### src/verilog/asfr_pkg.sv
package asfr_pkg;
  // ==========================================================
  // Geometry
  localparam int unsigned ASFR_NREGS      = 8;
  localparam int unsigned ASFR_IDX_W      = 3;
  localparam int unsigned ASFR_PK_W       = 64;
  localparam int unsigned ASFR_FP_W       = 80;
  localparam int unsigned ASFR_ADDR_W     = 32;
  // ==========================================================
  // Alignment masks (low address bits that must be zero)
  localparam logic [3:0]  ASFR_WIDE_ALIGN = 4'hF;
  localparam logic [2:0]  ASFR_NARW_ALIGN = 3'h7;
  // ==========================================================
  // Timing, tag patterns and exponent fill
  localparam int unsigned ASFR_SWITCH_CYC = 2;
  localparam logic [7:0]  ASFR_TAG_ALL    = 8'hFF;
  localparam logic [7:0]  ASFR_TAG_NONE   = 8'h00;
  localparam logic [15:0] ASFR_EXP_ONES   = 16'hFFFF;

  // ==========================================================
  // Operations issued by the pipeline
  typedef enum logic [2:0] {
    ASFR_OP_NONE,
    ASFR_OP_PK_WR,
    ASFR_OP_PK_RD,
    ASFR_OP_EMPTY,
    ASFR_OP_FP_PUSH,
    ASFR_OP_FP_WR,
    ASFR_OP_FP_RD
  } asfr_op_t;

  typedef enum logic [1:0] {
    ASFR_MEM_NONE,
    ASFR_MEM_NARROW,
    ASFR_MEM_WIDE,
    ASFR_MEM_WIDE_UNALIGNED
  } asfr_mem_t;
endpackage

### src/verilog/asfr_align_if.sv
`timescale 1ns/100ps
`default_nettype none
interface asfr_align_if;
  import asfr_pkg::*;
  asfr_mem_t              kind;
  logic [ASFR_ADDR_W-1:0] addr;
  logic                   fault;
  logic                   split;
  modport chk (input kind, addr, output fault, split);
  modport top (output kind, addr, input fault, split);
endinterface
`default_nettype wire

### src/verilog/asfr_align_chk.sv
`timescale 1ns/100ps
`default_nettype none
module asfr_align_chk
  import asfr_pkg::*;
(
  asfr_align_if.chk m
);
  // ==========================================================
  // Alignment check
  always_comb begin
    m.fault = 1'b0;
    m.split = 1'b0;
    case (m.kind)
      ASFR_MEM_WIDE: begin
        m.fault = |(m.addr[3:0] & ASFR_WIDE_ALIGN);
      end
      ASFR_MEM_WIDE_UNALIGNED: begin
        m.split = |(m.addr[3:0] & ASFR_WIDE_ALIGN);
      end
      ASFR_MEM_NARROW: begin
        // Never faults, only costs a second line
        m.split = |(m.addr[2:0] & ASFR_NARW_ALIGN);
      end
      default: begin
        m.fault = 1'b0;
      end
    endcase
  end
endmodule
`default_nettype wire

### src/verilog/asfr_regfile.sv
`timescale 1ns/100ps
`default_nettype none
// How it works
// - Eight 64-bit packed registers share storage with the floating-point stack.
// - Any packed register reference that does not fault sets all tag valid bits.
// - Empty-state instruction clears all tag valid bits.
// - Push onto a valid slot raises stack overflow.
// - Misaligned wide access faults unless it is the unaligned-move instruction.
// - Misaligned narrow access completes, flagged as a line split.
// - Packed-to-float switch stalls the float instruction a bounded time.
module asfr_regfile
  import asfr_pkg::*;
#(
  parameter int unsigned SWITCH_CYC = ASFR_SWITCH_CYC
) (
  // Clock and reset
  input  wire logic                   ref_clk,
  input  wire logic                   rst_b,
  // Request from pipeline
  input  wire asfr_op_t               op,
  input  wire logic [ASFR_IDX_W-1:0]  reg_idx,
  input  wire logic [ASFR_FP_W-1:0]   wr_data,
  input  wire asfr_mem_t              mem_kind,
  input  wire logic [ASFR_ADDR_W-1:0] mem_addr,
  // Answer
  output logic                        busy,
  output logic                        done,
  output logic [ASFR_FP_W-1:0]        rd_data,
  output logic [ASFR_NREGS-1:0]       tag_valid,
  output logic [ASFR_IDX_W-1:0]       stack_top,
  output logic                        ovf_exc,
  output logic                        align_exc,
  output logic                        line_split
);
  // ==========================================================
  // State
  typedef enum logic [1:0] {
    ASFR_ST_PK,
    ASFR_ST_FP
  } asfr_mode_t;

  logic [ASFR_FP_W-1:0]  regs_q [ASFR_NREGS];
  logic [ASFR_FP_W-1:0]  regs_d [ASFR_NREGS];
  logic [ASFR_NREGS-1:0] tag_q, tag_d;
  logic [ASFR_IDX_W-1:0] top_q, top_d;
  asfr_mode_t            mode_q, mode_d;
  logic [7:0]            wait_q, wait_d;
  logic                  busy_q, busy_d;
  logic                  done_q, done_d;
  logic [ASFR_FP_W-1:0]  rdat_q, rdat_d;
  logic                  ovf_q, ovf_d;
  logic                  alx_q, alx_d;
  logic                  spl_q, spl_d;

  asfr_align_if          al ();
  logic [ASFR_IDX_W-1:0] push_slot;
  logic                  is_fp;
  logic                  is_pk;
  logic                  run;
  logic                  fault;
  // A zero wait must not re-arm the guard on every edge
  localparam logic [7:0] WAIT_LOAD = 8'(SWITCH_CYC);

  // ==========================================================
  // Decode
  // Packed and float ops reach the same rows
  assign is_pk   = (op == ASFR_OP_PK_WR) || (op == ASFR_OP_PK_RD);
  assign is_fp   = (op == ASFR_OP_FP_PUSH) || (op == ASFR_OP_FP_WR) || (op == ASFR_OP_FP_RD);
  // Only packed references carry a checked memory operand
  assign fault   = is_pk && al.fault;
  assign al.kind = mem_kind;
  assign al.addr = mem_addr;

  asfr_align_chk u_chk (
    .m (al.chk)
  );

  // ==========================================================
  // Switch guard: float op after packed use is held off
  always_comb begin
    mode_d = mode_q;
    wait_d = 8'h00;
    busy_d = 1'b0;
    run    = 1'b0;
    // Pipeline must hold a float op while busy, else it is dropped
    if (is_fp && mode_q == ASFR_ST_PK && wait_q == 8'h00 && WAIT_LOAD != 8'h00) begin
      wait_d = WAIT_LOAD;
      busy_d = 1'b1;
    end else if (is_fp && wait_q > 8'h01) begin
      wait_d = wait_q - 8'h01;
      busy_d = 1'b1;
    end else begin
      run = (op != ASFR_OP_NONE);
      if (is_fp) begin
        mode_d = ASFR_ST_FP;
      end
      // A refused reference leaves the mode alone
      if (is_pk && !fault) begin
        mode_d = ASFR_ST_PK;
      end
    end
  end

  always_ff @(posedge ref_clk or negedge rst_b) begin
    if (!rst_b) begin
      mode_q <= ASFR_ST_FP;
      wait_q <= 8'h00;
      busy_q <= 1'b0;
    end else begin
      mode_q <= mode_d;
      wait_q <= wait_d;
      busy_q <= busy_d;
    end
  end

  // ==========================================================
  // Execute
  always_comb begin
    regs_d    = regs_q;
    tag_d     = tag_q;
    top_d     = top_q;
    done_d    = 1'b0;
    rdat_d    = rdat_q;
    ovf_d     = 1'b0;
    alx_d     = 1'b0;
    spl_d     = 1'b0;
    push_slot = top_q - 3'h1;
    if (run && fault) begin
      // Refused: only the flag and done, no state change
      alx_d  = 1'b1;
      done_d = 1'b1;
    end else if (run) begin
      spl_d = is_pk && al.split;
      case (op)
        ASFR_OP_PK_WR: begin
          // Packed write fills mantissa; exponent bits forced to ones
          regs_d[reg_idx] = {ASFR_EXP_ONES, wr_data[ASFR_PK_W-1:0]};
          tag_d           = ASFR_TAG_ALL;
          done_d          = 1'b1;
        end
        ASFR_OP_PK_RD: begin
          rdat_d = {16'h0000, regs_q[reg_idx][ASFR_PK_W-1:0]};
          tag_d  = ASFR_TAG_ALL;
          done_d = 1'b1;
        end
        ASFR_OP_EMPTY: begin
          tag_d  = ASFR_TAG_NONE;
          done_d = 1'b1;
        end
        ASFR_OP_FP_PUSH: begin
          // Slot below top; a valid slot there means the stack is full
          if (tag_q[push_slot]) begin
            ovf_d = 1'b1;
          end else begin
            regs_d[push_slot] = wr_data;
            tag_d[push_slot]  = 1'b1;
            top_d             = push_slot;
          end
          done_d = 1'b1;
        end
        // Stack-relative index wraps round the eight rows
        ASFR_OP_FP_WR: begin
          regs_d[reg_idx + top_q] = wr_data;
          done_d                  = 1'b1;
        end
        ASFR_OP_FP_RD: begin
          rdat_d = regs_q[reg_idx + top_q];
          done_d = 1'b1;
        end
        default: begin
          done_d = 1'b0;
        end
      endcase
    end
  end

  always_ff @(posedge ref_clk or negedge rst_b) begin
    if (!rst_b) begin
      tag_q  <= ASFR_TAG_NONE;
      top_q  <= '0;
      done_q <= 1'b0;
      rdat_q <= '0;
      ovf_q  <= 1'b0;
      alx_q  <= 1'b0;
      spl_q  <= 1'b0;
    end else begin
      tag_q  <= tag_d;
      top_q  <= top_d;
      done_q <= done_d;
      rdat_q <= rdat_d;
      ovf_q  <= ovf_d;
      alx_q  <= alx_d;
      spl_q  <= spl_d;
    end
  end

  // ==========================================================
  // Shared storage: one row per physical register
  for (genvar g = 0; g < ASFR_NREGS; g++) begin : g_row
    // Each row is written through either view
    always_ff @(posedge ref_clk or negedge rst_b) begin
      if (!rst_b) begin
        regs_q[g] <= '0;
      end else begin
        regs_q[g] <= regs_d[g];
      end
    end
  end

  // ==========================================================
  // Outputs, each straight from a flop
  assign busy       = busy_q;
  assign done       = done_q;
  assign rd_data    = rdat_q;
  assign tag_valid  = tag_q;
  assign stack_top  = top_q;
  assign ovf_exc    = ovf_q;
  assign align_exc  = alx_q;
  assign line_split = spl_q;
endmodule
`default_nettype wire
### config.mk
export PLATFORM = sky130hd
export DESIGN_NAME = asfr_regfile
export DESIGN_NICKNAME = d
export VERILOG_FILES = /design/src/verilog/asfr_pkg.sv /design/src/verilog/asfr_align_if.sv /design/src/verilog/asfr_align_chk.sv /design/src/verilog/asfr_regfile.sv
export SDC_FILE = /design/constraint.sdc
export NUM_CORES = 2
export LEC_CHECK = 0
export BUFFER_PORTS_ARGS = -buffer_cell sky130_fd_sc_hd__buf_2
export CAP_MARGIN = 20
export CORE_UTILIZATION = 25
export DETAILED_ROUTE_END_ITERATION = 10
export PLACE_DENSITY = 0.46
export RECOVER_POWER = 25
export SETUP_SLACK_MARGIN = 0.15
export SLEW_MARGIN = 15
export SYNTH_ARGS = -nofsm -noshare
export SYNTH_HDL_FRONTEND = slang
export SYNTH_SLANG_ARGS = --single-unit
### constraint.sdc
create_clock -name ref_clk -period 6.38 [get_ports ref_clk]
set_input_delay 0 -clock ref_clk [delete_from_list [all_inputs] [get_ports ref_clk]]
set_output_delay 0 -clock ref_clk [all_outputs]
set_load 0.02 [all_outputs]
After elaboration in Yosys (flattened, before gate mapping) --
Index checks and enable logic that the tools add are counted.
Operators by class: $add $sub $neg 3, magnitude comparators 9, reduce and logical (&&, ||, !) cells 31, eq/ne operators 10, multiplexer cells 44, bitwise gates (word level) 8
Operators by type and width (number):
- 640-bit bitwise mux | 3
- 640-bit case mux with 3 select lines | 1
- 80-bit demux with 3-bit select | 3
- 640-bit 2-to-1 mux | 1
- 80-bit binary-select mux with 3-bit select | 2
- 80-bit 2-to-1 mux | 5
- 80-bit case mux with 2 select lines | 1
- 64-bit 2-to-1 mux | 2
- 8-bit 2-to-1 mux | 3
- 8-bit case mux with 3 select lines | 1
- 1-bit 2-to-1 mux | 17
- 4-bit >= comparator, second input constant | 3
- 4-bit by 1-bit < comparator with 1-bit output, second input constant | 3
- 3-bit inverter with 4-bit output | 3
- 4-bit AND reduction | 3
- 1-bit logical AND | 11
- 3-bit == test, second input constant | 3
- 3-bit nonzero test | 3
- 8-bit by 1-bit greater-than comparator with 1-bit output, second input constant | 1
- 8-bit logical NOT | 1
- 8-bit OR | 1
- 8-bit by 1-bit subtractor with 8-bit output, second input constant | 1
- 3-bit by 2-bit == test with 1-bit output, second input constant | 2
- 3-bit AND reduction | 2
- 21 further kinds | 29
Word-level totals: flip-flop bits (word level) 746, input port bits 122, output and inout bits 96, logic and storage cells 123

Longest topological paths before layout --
word-level depth 9, depth in mapped cells 12, depth with buffers taken out 8

By module --
From an unflattened synthesis, not the netlist that was laid out.
Second synthesis, totals: cells, all modules 3114, area, all modules 37479.7 um2
Modules (own cells, without submodules):
- asfr_regfile | instances 1, cells an instance 3110, seq. area each 18644.1 um2, area an instance 37444.7 um2
- asfr_align_chk | instances 1, cells an instance 4, seq. area each 0.0 um2, area an instance 35.0 um2

Worst setup path before layout --
No wires, ideal clock.
kind register -> register, start point register top_q[0], in the netlist stack_top[0], end point register (tool-made name), required time 6.252 ns, library setup time 0.128 ns, path slack 3.183 ns, clock period less this slack 3.197 ns, path buffers 5, cell stages (with the launch flop) 13, data arrival time 3.070 ns, cells stage by stage dfrtp_1 -> buf_2 -> inv_1 -> ha_1 -> clkbuf_1 -> mux4_2 -> mux2i_4 -> o21ai_2 -> buf_4 -> a211o_1 -> buf_2 -> buf_2 -> mux2_1
RTL lines:
- from (decl) | line asfr_regfile.sv:45 | logic [ASFR_IDX_W-1:0] top_q, top_d;
- from (signal assigned) | line asfr_regfile.sv:188 | top_q <= top_d;

==> results.md <==
Status:
- The flow ran to the end, but the final reports show violations.
- The final reports fail on max-capacitance violations, max-slew violations.

CTS:
- The number of gates resized after CTS was 0.
- The clock tree from TritonCTS is yes.
- The CTS sink count is 745.
- No sink is reached through more buffers than the 3 on the longest clock path.
- The H-tree was split into 3 levels.
- In this run the clock root is driven by a clkbuf_16.
- The total clock buffers created by CTS is 85.
- After clock tree synthesis, the clock-pin slew on the worst setup and hold paths is 0.06 ns.
- The source-to-sink clock delay at the later pin of the worst-skew pair is 0.70 ns.

Route:
- The vias per cell is 5.47.
- The total vias in the final route is 30100.
- The final antenna-violating net count is 0.
- The number of DRC violations after detailed routing is 0.
- The number of DRC violations after detailed-routing iteration 0 is 3151.
- In the final routed layout, each cell accounts on average for 28.0 µm.
- Wires add up to 154000 µm.
- The pre-antenna-repair detailed-routing pass consisted of 8 iterations.

Global route:
- The number of antenna violations at the first check in global routing is 17.
- The first global-routing pass estimated 223000 µm of wire.
- In the global route stage, overall resource usage came out at 20.0%.
- The number of global-route vias before repair is 29800.
- The total congestion overflow is 0.
- The pin count of the biggest net entering global routing is 161.

Layout:
- In the final layout, the multi-input gates occupy 17700 µm².
- The post-route netlist has 13.4% of its cells at a drive strength greater than 1.
- The library cells used most frequently in the layout, excluding fill and tap cells, are dfrtp_1, mux2_1, nand2_1.
- In the final layout, flip-flops and latches occupy 18600 µm².
- From synthesis to final layout, the design area changed by 18.1%.
- After filler insertion, the fill cell instance count of the layout stands at 15300.
- Summing all non-filler instances in the final layout gives an area of 44300 µm².
- The library cell used most frequently in the layout, excluding fill and tap cells, is dfrtp_1.
- In the final design database the tool counted 3556 nets.

Synthesis:
- The sequential element share of the synthesized area is 49.7%.
- The number of enable flip-flop cells after synthesis is 0.
- The share of synthesized area in the top cell type comes to 49.6%.
- The net count after synthesis is 3379.
- After synthesis, the cell types taking the most area are dfrtp_1, mux2_1, a2bb2oi_1.
- After synthesis the cells add up to 37500 µm².
- The mean cell area of the mapped netlist is 11.5 µm².
- The netlist uses 85 different library cells.
- Among all flip-flop cells after synthesis, the most frequent one is dfrtp_1.
- After synthesis, the share of flip-flops with an asynchronous set or reset is 100%.
- Summed over all instances, the cell type with the most area after synthesis is dfrtp_1.
- After synthesis the netlist holds a flip-flop and latch count of 745.
- The gate count after technology mapping is 3251.
- For this run, the number of Yosys warnings is 0.

Timing:
- Setup repair after global routing left no endpoint under its margin.
- The headroom to the max-slew limit is -116%.
- Setup violations remaining at the end of the flow were counted as 0.
- The maximum achievable frequency is 213 MHz.
- The final-report hold violation count is 0.
- The worst-margin pin slew is 3.24 ns.
- The setup TNS is 0 ns.
- The time the final worst path needs with I/O delays and setup is 4.70 ns.
- The count of final max-slew check failures is 359.
- The final critical path takes up 73.6% of the cycle.
- The setup clock skew after layout is 0.0299 ns.

Floorplan:
- The I/O pin count is 218.
- For this configuration, the core starts out at a cell density of 25.3%.
- The width of the chip is 389 µm.
- The die span in y is 389 µm.
- The area enclosed by the die boundary is 152000 µm².
- The total area inside the core boundary comes to 148000 µm².
- The floorplan has 141 rows.

Critical path:
- The required time of the worst setup path is 6.95 ns.
- The worst setup path is of the reg2reg kind.
- In this run the worst path has a maximum fanout of 36.
- The startpoint class of the critical path is a flop.
- The endpoint type of the worst setup path is a flop.
- At the worst endpoint, the arrival time is 5.26 ns.

Pwr:
- The maximum resistive drop on vdd is 0.364 mV.
- In this run the static leakage power is 0.0178 µW.
- The power density over the cells is 522 nW/µm².

Place:
- The quantity of I/O buffers inserted on ports is 189.
- Detailed placement finished with a half-perimeter wire length of 86100 µm.
- The global placement routability congestion is 0.782.
- In this run the cell area measured after placement is 40600 µm².

Hold path:
- The worst hold path belongs to the class in2reg.

Run:
- The max capacitance violation total is 5.
-- metal layers --
metal  share of wire, %  up-vias  routed length (µm)  global-route usage, %
li1                   -    12800                   -                      -
met1                 44    15600               68300                   28.0
met2                 45     1360               69700                   31.2
met3                7.5      275               11500                   3.79
met4                2.7       18                4220                   5.44
met5              0.067        -                 103                      0
-- worst max-delay path: stages, from the launching register on --
cell      delay [ns]
dfrtp_1         0.59
ha_4            0.27
fa_4            0.90
nand2b_1        0.66
nor2_4          0.04
a21oi_1         0.50
a211o_4         0.78
buf_4           0.44
mux2_1          0.36
-- worst paths after layout --
| path | from | cells past startpoint | endpoint | slack (ns) |
|---|---|---|---|---|
| min in group asynchronous | rst_b | 3 | mode_q[0] | 1.23 |
| worst min-delay path | mem_addr[3] | 4 | align_exc | 0.08 |
| worst max register to register | stack_top[0] | 8 | flop | 1.68 |
| worst min register to register | rd_data[78] | 2 | rd_data[78] | 0.47 |
| max in group asynchronous | rst_b | 4 | asynchronous set/reset pin | 1.86 |
| worst max-delay path | stack_top[0] | 8 | flop | 1.68 |
-- cell type report --
type                            instances  area share (%)
Sequential cell                       745            42.1
Antenna cell                            6          0.0339
Clock inverter                         39            1.02
Multi-Input combinational cell       2212            39.9
Clock buffer                          113            5.40
Inverter                               12           0.102
Timing Repair Buffer                  372            5.79
Tap cell                             2002            5.65
-- timing repair --
| item | 4_1_cts | 5_1_grt |
|---|---|---|
| buffers inserted | 0 | 0 |
| hold buffers | 93 | 0 |
| endpoints found under the hold margin | 893 | 0 |
-- power breakdown --
part	total (µW)	switching [µW]	internal [µW]
Combinational	9260	5760	3510
Clock	5100	2170	2930
Sequential	8760	1780	6980
-- cells in the mapped netlist, types with 34 or more instances --
master and n:
mux2_2 40, a2bb2oi_1 129, o31ai_1 43, buf_2 63, a22o_1 61, dfrtp_1 744, mux2_1 505, mux2i_1 97
a221oi_1 48, o21ai_0 68, o22a_1 34, nand2_1 198, nand3_1 112, a31oi_1 53, clkbuf_1 151, a22oi_1 126
nor2_1 147, a21oi_1 161
-- per-stage QoR --
stage / utilization (%) / worst slack, ns / instances / hold slack, ns / power, µW
2_1_floorplan: - / 3.18 / 3251 / -0.296 / 14300
3_3_place_gp: 27.4 / 1.74 / 5250 / 0.0507 / 17900
3_5_place_dp: 27.4 / 1.66 / 5250 / 0.0509 / 18000
4_1_cts: 29.9 / 1.64 / 5495 / 0.00404 / 23300
5_1_grt: 29.9 / 1.14 / 5497 / 0.0666 / 24400
6_report: 29.9 / 1.68 / 5501 / 0.0758 / 23100
-- logic make-up (layout without fill, tap and decap cells) --
| kind of cell | count (synthesis) | in the layout | synth area share (%) |
|---|---|---|---|
| adders and majority gates | 6 | 6 | 0.220 |
| muxes | 658 | 658 | 19.9 |
| other | 0 | 6 | 0 |
| xor gates and xnor gates | 15 | 15 | 0.447 |
| AOI/OAI and AO/OA | 937 | 937 | 18.6 |
| buffers and inverters | 294 | 536 | 3.72 |
| DFF | 745 | 745 | 49.7 |
| and+or+nand+nor | 596 | 596 | 7.40 |
(Power assumes the default switching activity.)
